==> src/rtl/dma_seq_pkg.sv <==
package dma_seq_pkg;
   localparam int NCH       = 4;
   localparam int CH_W      = 2;
   localparam int ADDR_W    = 32;
   localparam int REG_A_W   = 8;
   localparam int REG_D_W   = 32;
   localparam int IDX_W     = 3;
   localparam int IDX_LSB   = 2;
   localparam int CH_LSB    = 5;
   localparam int TOP_LSB   = CH_LSB + CH_W;
   localparam int BYTE_BITS = 8;
   localparam int BW_UNIT   = 16;

   localparam logic [IDX_W-1:0] REG_CTRL = 3'h0;
   localparam logic [IDX_W-1:0] REG_SRC  = 3'h1;
   localparam logic [IDX_W-1:0] REG_DST  = 3'h2;
   localparam logic [IDX_W-1:0] REG_CNT  = 3'h3;
   localparam logic [IDX_W-1:0] REG_STAT = 3'h4;

   localparam int ST_DONE = 0;
   localparam int ST_BUSY = 1;
   localparam int ST_REQ  = 2;
   localparam int ST_BED  = 4;
   localparam int ST_BES  = 5;
   localparam int ST_CE   = 6;

   localparam logic [1:0] SZ_LONG = 2'h0;
   localparam logic [1:0] SZ_BYTE = 2'h1;
   localparam logic [1:0] SZ_WORD = 2'h2;

   localparam logic [4:0] BYTES_BYTE = 5'h01;
   localparam logic [4:0] BYTES_WORD = 5'h02;
   localparam logic [4:0] BYTES_LONG = 5'h04;
   localparam logic [4:0] BYTES_LINE = 5'h10;

   localparam logic [2:0] BW_NONE = 3'h0;
   localparam logic [2:0] BW_STEP = 3'h1;

   typedef struct packed {
      logic [16:0] reserved;
      logic [2:0]  bandwidth_limit;
      logic [1:0]  destination_width;
      logic [1:0]  source_width;
      logic        spare;
      logic        dest_step_enable;
      logic        source_step_enable;
      logic        irq_enable;
      logic        auto_align;
      logic        cycle_steal_sel;
      logic        external_request_enable;
      logic        start;
   } ctrl_type;

   typedef struct packed {
      logic              cyc;
      logic              we;
      logic [4:0]        size;
      logic [ADDR_W-1:0] addr;
   } bus_cmd_type;

   localparam ctrl_type    CTRL_RST = '0;
   localparam bus_cmd_type CMD_RST  = '0;
endpackage

==> src/rtl/four_channel_dma_sequencer.sv <==
// Decided for this implementation: strobed register access and the register addresses.
`timescale 1ns/1ps
`default_nettype none
module four_channel_dma_sequencer
   import dma_seq_pkg::*;
#(
   parameter int CNT_W  = 24,
   parameter int DATA_W = 128
) (
   // clock and reset
   input  wire logic               core_clk_i,
   input  wire logic               rst_i,
   // register port
   input  wire logic [REG_A_W-1:0] reg_addr_i,
   input  wire logic [REG_D_W-1:0] reg_wdata_i,
   input  wire logic               reg_wr_i,
   input  wire logic               reg_rd_i,
   output logic [REG_D_W-1:0]      reg_rdata_o,
   // external request pins
   input  wire logic [NCH-1:0]     dma_request_pin_i,
   // internal bus master
   output logic                    bus_req_o,
   input  wire logic               bus_gnt_i,
   output var bus_cmd_type         bus_cmd_o,
   output logic [DATA_W-1:0]       bus_wdata_o,
   input  wire logic [DATA_W-1:0]  bus_rdata_i,
   input  wire logic               bus_ack_i,
   input  wire logic               bus_err_i,
   // interrupt
   output logic                    irq_o
);

   typedef enum logic [2:0] {
      S_IDLE,
      S_SETUP,
      S_READ,
      S_WRITE,
      S_GAP
   } state_type;

   function automatic logic [4:0] width_bytes(input logic [1:0] code);
      case (code)
         SZ_LONG: width_bytes = BYTES_LONG;
         SZ_BYTE: width_bytes = BYTES_BYTE;
         SZ_WORD: width_bytes = BYTES_WORD;
         default: width_bytes = BYTES_LINE;
      endcase
   endfunction

   function automatic logic misal(input logic [ADDR_W-1:0] a,
                                  input logic [4:0]        w);
      misal = (a & ADDR_W'(w - BYTES_BYTE)) != '0;
   endfunction

   // largest access the address, width and bytes left allow
   function automatic logic [4:0] fit(input logic [ADDR_W-1:0] a,
                                      input logic [4:0]        maxb,
                                      input logic [CNT_W-1:0]  rem);
      if (maxb >= BYTES_LINE && !misal(a, BYTES_LINE)
          && rem >= CNT_W'(BYTES_LINE)) begin
         fit = BYTES_LINE;
      end else if (maxb >= BYTES_LONG && !misal(a, BYTES_LONG)
                   && rem >= CNT_W'(BYTES_LONG)) begin
         fit = BYTES_LONG;
      end else if (maxb >= BYTES_WORD && !misal(a, BYTES_WORD)
                   && rem >= CNT_W'(BYTES_WORD)) begin
         fit = BYTES_WORD;
      end else begin
         fit = BYTES_BYTE;
      end
   endfunction

   // z[n]: channel n outranks channel n-1
   function automatic logic [CH_W-1:0] pick(input logic [NCH-1:0] p,
                                            input logic [NCH-1:0] z);
      logic [CH_W-1:0] w;
      logic            found;
      int              c;
      w = '0;
      found = 1'b0;
      for (int s = 0; s < NCH; s++) begin
         c = s;
         if (s + 1 < NCH && z[s+1]) begin
            c = s + 1;
         end else if (s > 0 && z[s]) begin
            c = s - 1;
         end
         if (!found && p[c]) begin
            w = CH_W'(c);
            found = 1'b1;
         end
      end
      pick = w;
   endfunction

   ctrl_type          ctrl_r [NCH];
   logic [ADDR_W-1:0] src_r  [NCH];
   logic [ADDR_W-1:0] dst_r  [NCH];
   logic [CNT_W-1:0]  cnt_r  [NCH];
   logic [REG_D_W-1:0] stat_w [NCH];
   logic [NCH-1:0]    done_r;
   logic [NCH-1:0]    busy_r;
   logic [NCH-1:0]    bes_r;
   logic [NCH-1:0]    bed_r;
   logic [NCH-1:0]    ce_r;
   logic [NCH-1:0]    act_r;
   logic [NCH-1:0]    clr_w;
   logic [NCH-1:0]    z_w;
   logic [NCH-1:0]    pend_w;
   logic [NCH-1:0]    ien_w;
   logic [NCH-1:0]    cur_oh;

   state_type         state_r;
   logic [CH_W-1:0]   cur_r;
   logic [4:0]        xfer_r;
   logic [4:0]        off_r;
   logic              abort_r;
   logic [DATA_W-1:0] hold_r;
   bus_cmd_type       cmd_r;
   logic [DATA_W-1:0] wdata_r;
   logic              req_r;
   logic              irq_r;
   logic [REG_D_W-1:0] rdata_r;

   logic [CH_W-1:0]   ch_a;
   logic [IDX_W-1:0]  idx_a;
   logic              hit;
   ctrl_type          cc;
   logic [ADDR_W-1:0] sa;
   logic [ADDR_W-1:0] da;
   logic [CNT_W-1:0]  cn;
   logic [CNT_W-1:0]  cnt_new;
   logic [CNT_W-1:0]  blk;
   logic [4:0]        sw;
   logic [4:0]        dw;
   logic [4:0]        xfer_c;
   logic [4:0]        left;
   logic [4:0]        rd_beat;
   logic [4:0]        wr_beat;
   logic              src_al;
   logic              ce_c;
   logic              src_inc;
   logic              dst_inc;
   logic              boundary;
   logic              clr_cur;
   logic              rd_ok;
   logic              rd_err;
   logic              rd_good;
   logic              wr_ok;
   logic              wr_err;
   logic              wr_good;
   logic              seg_end;
   logic              last_wr;
   logic              setup;
   logic              sel_w;
   logic              set_ce;
   logic              set_done;

   // register address decode
   assign ch_a  = reg_addr_i[CH_LSB +: CH_W];
   assign idx_a = reg_addr_i[IDX_LSB +: IDX_W];
   assign hit   = reg_addr_i[REG_A_W-1:TOP_LSB] == '0;

   // current channel view, live so control writes act at once
   assign cc      = ctrl_r[cur_r];
   assign sa      = src_r[cur_r];
   assign da      = dst_r[cur_r];
   assign cn      = cnt_r[cur_r];
   assign sw      = width_bytes(cc.source_width);
   assign dw      = width_bytes(cc.destination_width);
   assign src_al  = sw >= dw;
   assign src_inc = cc.source_step_enable | (cc.auto_align & src_al);
   assign dst_inc = cc.dest_step_enable | (cc.auto_align & ~src_al);
   assign clr_cur = |(clr_w & cur_oh);

   // transfer size and configuration check
   always_comb begin
      if (cc.auto_align) begin
         xfer_c = src_al ? fit(sa, sw, cn) : fit(da, dw, cn);
         ce_c   = src_al ? misal(da, dw) : misal(sa, sw);
      end else begin
         xfer_c = src_al ? sw : dw;
         ce_c   = misal(sa, sw) | misal(da, dw)
                  | ((cn & CNT_W'(xfer_c - BYTES_BYTE)) != '0);
      end
   end

   // beat sizes, bounded by bytes left in this transfer
   assign left    = xfer_r - off_r;
   assign rd_beat = fit(sa, sw, CNT_W'(left));
   assign wr_beat = fit(da, dw, CNT_W'(left));

   // bandwidth block boundary; an unaligned jump past it never matches
   assign cnt_new  = cn - CNT_W'(xfer_r);
   assign blk      = CNT_W'(BW_UNIT) << (cc.bandwidth_limit - BW_STEP);
   assign boundary = (cc.bandwidth_limit != BW_NONE)
                     && ((cnt_new & (blk - CNT_W'(BYTES_BYTE))) == '0);

   // engine events
   assign rd_ok    = (state_r == S_READ) & cmd_r.cyc & bus_ack_i & ~abort_r;
   assign rd_err   = rd_ok & bus_err_i;
   assign rd_good  = rd_ok & ~bus_err_i;
   assign wr_ok    = (state_r == S_WRITE) & cmd_r.cyc & bus_ack_i & ~abort_r;
   assign wr_err   = wr_ok & bus_err_i;
   assign wr_good  = wr_ok & ~bus_err_i;
   assign seg_end  = (off_r + cmd_r.size) >= xfer_r;
   assign last_wr  = wr_good & seg_end;
   assign setup    = (state_r == S_SETUP) & ~abort_r & ~clr_cur;
   assign sel_w    = setup & ~ce_c & (cn != '0);
   assign set_ce   = setup & ce_c & (cn != '0);
   assign set_done = rd_err | wr_err | (setup & ~sel_w)
                     | (last_wr & (cnt_new == '0));

   for (genvar n = 0; n < NCH; n++) begin : g_ch
      logic wsel;
      logic mine;
      assign wsel      = reg_wr_i & hit & (ch_a == CH_W'(n));
      assign cur_oh[n] = cur_r == CH_W'(n);
      assign mine      = cur_oh[n] & (state_r != S_IDLE);
      assign clr_w[n]  = wsel & (idx_a == REG_STAT) & reg_wdata_i[ST_DONE];
      assign ien_w[n]  = ctrl_r[n].irq_enable & done_r[n];
      assign pend_w[n] = ~done_r[n] & (ctrl_r[n].start | act_r[n]
                         | (ctrl_r[n].external_request_enable
                            & dma_request_pin_i[n]));

      if (n == 0) begin : g_first
         assign z_w[n] = 1'b0;
      end else begin : g_rest
         assign z_w[n] = (ctrl_r[n].bandwidth_limit == BW_NONE)
                         & (ctrl_r[n-1].bandwidth_limit != BW_NONE);
      end

      always_comb begin
         stat_w[n]          = '0;
         stat_w[n][ST_DONE] = done_r[n];
         stat_w[n][ST_BUSY] = busy_r[n];
         stat_w[n][ST_REQ]  = pend_w[n] & ~mine;
         stat_w[n][ST_BED]  = bed_r[n];
         stat_w[n][ST_BES]  = bes_r[n];
         stat_w[n][ST_CE]   = ce_r[n];
      end

      // control word
      always_ff @(posedge core_clk_i or posedge rst_i) begin
         if (rst_i) begin
            ctrl_r[n] <= CTRL_RST;
         end else if (wsel && idx_a == REG_CTRL) begin
            ctrl_r[n] <= ctrl_type'(reg_wdata_i);
         end else if (sel_w && cur_oh[n]) begin
            ctrl_r[n].start <= 1'b0;
         end
      end

      // addresses and byte count
      always_ff @(posedge core_clk_i or posedge rst_i) begin
         if (rst_i) begin
            src_r[n] <= '0;
            dst_r[n] <= '0;
            cnt_r[n] <= '0;
         end else begin
            if (wsel && idx_a == REG_SRC) begin
               src_r[n] <= reg_wdata_i;
            end else if (rd_good && cur_oh[n] && src_inc) begin
               src_r[n] <= src_r[n] + ADDR_W'(cmd_r.size);
            end
            if (wsel && idx_a == REG_DST) begin
               dst_r[n] <= reg_wdata_i;
            end else if (wr_good && cur_oh[n] && dst_inc) begin
               dst_r[n] <= dst_r[n] + ADDR_W'(cmd_r.size);
            end
            if (wsel && idx_a == REG_CNT) begin
               cnt_r[n] <= reg_wdata_i[CNT_W-1:0];
            end else if (last_wr && cur_oh[n]) begin
               cnt_r[n] <= cnt_new;
            end
         end
      end

      // status flags, hardware set wins over clear
      always_ff @(posedge core_clk_i or posedge rst_i) begin
         if (rst_i) begin
            done_r[n] <= 1'b0;
            busy_r[n] <= 1'b0;
            bes_r[n]  <= 1'b0;
            bed_r[n]  <= 1'b0;
            ce_r[n]   <= 1'b0;
            act_r[n]  <= 1'b0;
         end else begin
            done_r[n] <= (set_done & cur_oh[n])
                         | (done_r[n] & ~clr_w[n]);
            bes_r[n]  <= (rd_err & cur_oh[n]) | (bes_r[n] & ~clr_w[n]);
            bed_r[n]  <= (wr_err & cur_oh[n]) | (bed_r[n] & ~clr_w[n]);
            ce_r[n]   <= (set_ce & cur_oh[n]) | (ce_r[n] & ~clr_w[n]);
            busy_r[n] <= (sel_w & cur_oh[n]) | (busy_r[n] & ~clr_w[n]
                         & ~(set_done & cur_oh[n]));
            act_r[n]  <= (sel_w & cur_oh[n] & ~ctrl_r[n].cycle_steal_sel)
                         | (act_r[n] & ~clr_w[n] & ~(set_done & cur_oh[n])
                            & ~(last_wr & cur_oh[n]
                                & ctrl_r[n].cycle_steal_sel));
         end
      end
   end

   // abort request from a done write on the serving channel
   always_ff @(posedge core_clk_i or posedge rst_i) begin
      if (rst_i) begin
         abort_r <= 1'b0;
      end else if (state_r == S_IDLE) begin
         abort_r <= 1'b0;
      end else if (clr_cur) begin
         abort_r <= 1'b1;
      end
   end

   // sequencer
   always_ff @(posedge core_clk_i or posedge rst_i) begin
      if (rst_i) begin
         state_r <= S_IDLE;
         cur_r   <= '0;
         xfer_r  <= '0;
         off_r   <= '0;
      end else begin
         case (state_r)
            S_IDLE: begin
               if (|(pend_w & ~clr_w)) begin
                  cur_r   <= pick(pend_w & ~clr_w, z_w);
                  state_r <= S_SETUP;
               end
            end
            S_SETUP: begin
               xfer_r  <= xfer_c;
               off_r   <= '0;
               state_r <= sel_w ? S_READ : S_IDLE;
            end
            S_READ: begin
               if (abort_r && !cmd_r.cyc) begin
                  state_r <= S_IDLE;
               end else if (rd_err) begin
                  state_r <= S_IDLE;
               end else if (rd_good && seg_end) begin
                  off_r   <= '0;
                  state_r <= S_WRITE;
               end else if (rd_good) begin
                  off_r <= off_r + cmd_r.size;
               end
            end
            S_WRITE: begin
               if (abort_r && !cmd_r.cyc) begin
                  state_r <= S_IDLE;
               end else if (wr_err) begin
                  state_r <= S_IDLE;
               end else if (last_wr) begin
                  off_r <= '0;
                  if (cnt_new != '0 && !cc.cycle_steal_sel && boundary) begin
                     state_r <= S_GAP;
                  end else begin
                     state_r <= S_IDLE;
                  end
               end else if (wr_good) begin
                  off_r <= off_r + cmd_r.size;
               end
            end
            S_GAP: begin
               state_r <= S_IDLE;
            end
            default: begin
               state_r <= S_IDLE;
            end
         endcase
      end
   end

   // bus cycles, issued only under grant
   always_ff @(posedge core_clk_i or posedge rst_i) begin
      if (rst_i) begin
         cmd_r   <= CMD_RST;
         wdata_r <= '0;
      end else if (cmd_r.cyc) begin
         if (bus_ack_i) begin
            cmd_r.cyc <= 1'b0;
         end
      end else if (!abort_r && bus_gnt_i && state_r == S_READ) begin
         cmd_r <= '{cyc: 1'b1, we: 1'b0, size: rd_beat, addr: sa};
      end else if (!abort_r && bus_gnt_i && state_r == S_WRITE) begin
         cmd_r   <= '{cyc: 1'b1, we: 1'b1, size: wr_beat, addr: da};
         wdata_r <= hold_r >> (off_r * BYTE_BITS);
      end
   end

   // holding register
   always_ff @(posedge core_clk_i or posedge rst_i) begin
      if (rst_i) begin
         hold_r <= '0;
      end else if (state_r == S_SETUP || wr_err) begin
         hold_r <= '0;
      end else if (rd_good) begin
         hold_r <= hold_r | ((bus_rdata_i
                   & ((DATA_W'(1) << (cmd_r.size * BYTE_BITS)) - DATA_W'(1)))
                   << (off_r * BYTE_BITS));
      end
   end

   // bus request, low for one cycle after a block boundary
   always_ff @(posedge core_clk_i or posedge rst_i) begin
      if (rst_i) begin
         req_r <= 1'b0;
      end else begin
         req_r <= (state_r != S_GAP)
                  && ((state_r != S_IDLE) || (|pend_w));
      end
   end

   // interrupt line
   always_ff @(posedge core_clk_i or posedge rst_i) begin
      if (rst_i) begin
         irq_r <= 1'b0;
      end else begin
         irq_r <= |ien_w;
      end
   end

   // register read, data valid one cycle after the strobe only
   always_ff @(posedge core_clk_i or posedge rst_i) begin
      if (rst_i) begin
         rdata_r <= '0;
      end else if (reg_rd_i && hit) begin
         case (idx_a)
            REG_CTRL: rdata_r <= REG_D_W'(ctrl_r[ch_a]);
            REG_SRC:  rdata_r <= src_r[ch_a];
            REG_DST:  rdata_r <= dst_r[ch_a];
            REG_CNT:  rdata_r <= REG_D_W'(cnt_r[ch_a]);
            REG_STAT: rdata_r <= stat_w[ch_a];
            default:  rdata_r <= '0;
         endcase
      end else begin
         rdata_r <= '0;
      end
   end
   assign reg_rdata_o = rdata_r;
   assign bus_req_o   = req_r;
   assign bus_cmd_o   = cmd_r;
   assign bus_wdata_o = wdata_r;
   assign irq_o       = irq_r;

endmodule
`default_nettype wire

==> config.mk <==
export PLATFORM = sky130hd
export DESIGN_NAME = four_channel_dma_sequencer
export DESIGN_NICKNAME = d
export VERILOG_FILES = /design/src/rtl/dma_seq_pkg.sv /design/src/rtl/four_channel_dma_sequencer.sv
export SDC_FILE = /design/constraint.sdc
export NUM_CORES = 2
export LEC_CHECK = 0
export BUFFER_PORTS_ARGS = -buffer_cell sky130_fd_sc_hd__buf_4
export CAP_MARGIN = 0
export CORE_UTILIZATION = 62
export DETAILED_ROUTE_END_ITERATION = 10
export HOLD_SLACK_MARGIN = 0.08
export MAX_ROUTING_LAYER = met4
export PLACE_DENSITY_LB_ADDON = 0.3
export SLEW_MARGIN = 20
export SYNTH_ARGS = -nofsm -noshare
export SYNTH_HDL_FRONTEND = slang
export SYNTH_SLANG_ARGS = --single-unit
==> constraint.sdc <==
create_clock -name core_clk_i -period 32.7 [get_ports core_clk_i]
set_clock_uncertainty 0.05 [all_clocks]
set_input_delay 3.27 -clock core_clk_i [delete_from_list [all_inputs] [get_ports core_clk_i]]
set_output_delay 3.27 -clock core_clk_i [all_outputs]
set_load 0.005 [all_outputs]
==> flow_summary.toml <==
[outcome]
status = "finished clean"

[synthesis]
syn_area_per_cell_um2 = 9.37
ys_types = 94
ys_ff_latch = 847
syn_inst = 5772
ys_seq_area_share_pct = 39.2
ys.flop_type = "dfrtp_1"
synthArstFlopShare_pct = 100
synth_nets = 6029
synth-edff-count = 0
synth_top_area_share_pct = 39.2
yosys.area.top_type = "dfrtp_1"
synthTopCellsByArea = "dfrtp_1, mux4_2, o21ai_0, nand2_1, mux2i_1"
synth_area_um2 = 54100
ys.warnings.count = 0

[clock_tree]
cts_max_level = 3
cts_made_buffers = 93
cts-root-buf = "clkbuf_16"
post-cts-setup-buffers = 0
clk_path_buf_depth = 3
cts_tree = "yes"
clkLatencyLatePin_ns = 0.69
post_cts.resized_instances = 0
cts_hold_buf = 0
clkTransAtPathRegs_ns = 0.06
clock_sinks = 847

[critical_path]
rr_startpoint = "cur_r[0]"
path_max_fanout = 64
reg2reg_depth = 10
cp-end-kind = "register"
crit_start = "reg_addr_i[5]"
critPathLaunchType = "input port"
worst-setup-path-type = "input port to register"
crit_arrival_ns = 7.18
worstPathRequired_ns = 33.16

[power]
clkPwrFrac_pct = 19.8
intPower_uw = 2920
cellPowerDensity_nw_per_um2 = 89.7
power_frac_seq_pct = 29.8
switchingPower_uw = 2520
leakagePower_uw = 0.0260
power.share.switching_pct = 46.3
p_comb_share_pct = 50.4
ir_worst_vdd_v = 0.0000584

[hold_path]
holdPathStages = 2
min_path_type = "register to register"
hold_start = "bus_wdata_o[72]"

[cells_and_area]
stdcell_count = 7101
layout_common_cells = "dfrtp_1, nand2_1, o21ai_0, nor2_1, buf_4"
nets = 6131
drive_above_1_share_pct = 18.6
area_delta_synth_final_pct = 12.3
final_common_cell = "dfrtp_1"

[detailed_routing]
wl_per_cell_um = 28.8
drc_errors = 0
routed_wl_mm = 204
drt-initial-drc-count = 7498
vias = 50300
antenna_left = 0
firstDrtPassIters = 9
viasPerCell = 7.08

[global_routing]
grt_pass1_wl_mm = 307
antenna_found_initial = 8
grtUsageTotal_pct = 47.3
overflow = 0
grt_max_degree = 194
first_global_vias = 48400

[placed_design]
dp_cells = 6918
hpwl_mm = 142
io_buffer_count = 376
place_congestion = 1.06

[sta]
period_minus_slack_ns = 6.72
tightest_slew_ns = 1.23
max-slew-margin-rel_pct = 17.4
hold_viol = 0
final-setup-viol-count = 0
max_freq_mhz = 149
finalMaxSlewViolations = 0
period_share_pct = 20.5
fin_setup_tns_ns = 0
grt_setup_unrepaired = "false"

[die]
start_util_pct = 63.0
ios = 380
die_h_um = 297
num_rows = 107
die_w_um = 297
design.core.area_um2 = 85800
die-area_um2 = 88400

[job]
max-cap-violations = 0
-- power by group through the flow --
stage                     registers [µW]  logic (µW)  clock network, µW
after floorplan                     1500        1780                  0
after global placement              1600        2570                  0
final                               1620        2750               1080
after global routing                1640        2890               1120
after detailed placement            1620        2610                  0
after CTS                           1600        2630               1080
-- state kept, by name (all words and copies together), names as in the netlist, 5 cells and up --
register and flops:
cnt_r 96, bus_cmd_o 38, off_r 5, hold_r 128, src_r 128, ctrl_r 128
bus_wdata_o 128, dst_r 128, reg_rdata_o 32
-- logic make-up after synthesis --
logic type | count (synthesis) | synth area share, %
AND/OR/NAND/NOR | 1860 | 15.1
AO/OA/AOI/OAI | 1489 | 16.9
flip-flops | 847 | 39.2
multiplexers | 669 | 18.4
buffers and inverters | 557 | 4.03
XOR/XNOR | 270 | 4.39
adder cells (fa/ha/maj) | 78 | 1.96
other | 2 | 0.0139
-- synth_stat cells (64+ instances only) --
master    number
dfrtp_1      847
nand2_1      804
o21ai_0      639
nor2_1       526
clkbuf_1     375
a21oi_1      288
mux2i_1      268
mux4_2       225
nand3_1      168
mux2_2       162
xor2_1       142
xnor2_1      127
inv_1         98
and3_1        79
a22o_1        77
ha_1          67
a221oi_1      64
buf_1         64
-- final timing paths --
| check | endpoint | slack [ns] |
|---|---|---|
| max | dst_r[26] | 25.98 |
| min | bus_wdata_o[72] | 0.43 |
| max reg2reg | busy_r[3] | 26.56 |
| min reg2reg | bus_wdata_o[72] | 0.43 |
| max in group asynchronous | ctrl_r[56] | 27.60 |
| min in group asynchronous | xfer_r[0] | 2.69 |
-- worst max-delay path: stages --
cell,delay (ns)
clkbuf_8,0.50
buf_4,0.76
buf_4,0.92
nand3_1,0.50
nor2_4,0.20
buf_4,0.59
o21ai_0,0.21
-- per-layer routing --
layer	up-vias	part of all wire, %	global-route usage [%]
met4	0	7.8	29.6
met3	873	13	12.5
li1	21100	-	-
met1	24400	35	58.2
met2	3906	44	69.7
met5	-	0	-
-- metrics by stage --
stage	cell area, µm²	util (%)	power, µW	hold slack, ns	setup slack, ns
after CTS	60600	70.6	5310	0.435	25.74
final	60700	70.8	5450	0.433	25.98
after detailed placement	57500	67.0	4230	0.422	25.03
after floorplan	54100	-	3280	0.408	5.58
after global routing	60700	70.8	5650	0.454	25.67
after global placement	57500	67.0	4170	0.416	25.09
-- final cells by class --
cell class              instances  area, µm²
clock inverters                43        407
inverters                     101        397
multi-input cells            4368      30900
clock buffers                 127       2680
flip-flops and latches        847      21200
repair buffers                463       3670
fillers                      6535      25100
well taps                    1144       1430
diodes                          8       20.0
(Power assumes the default switching activity.)
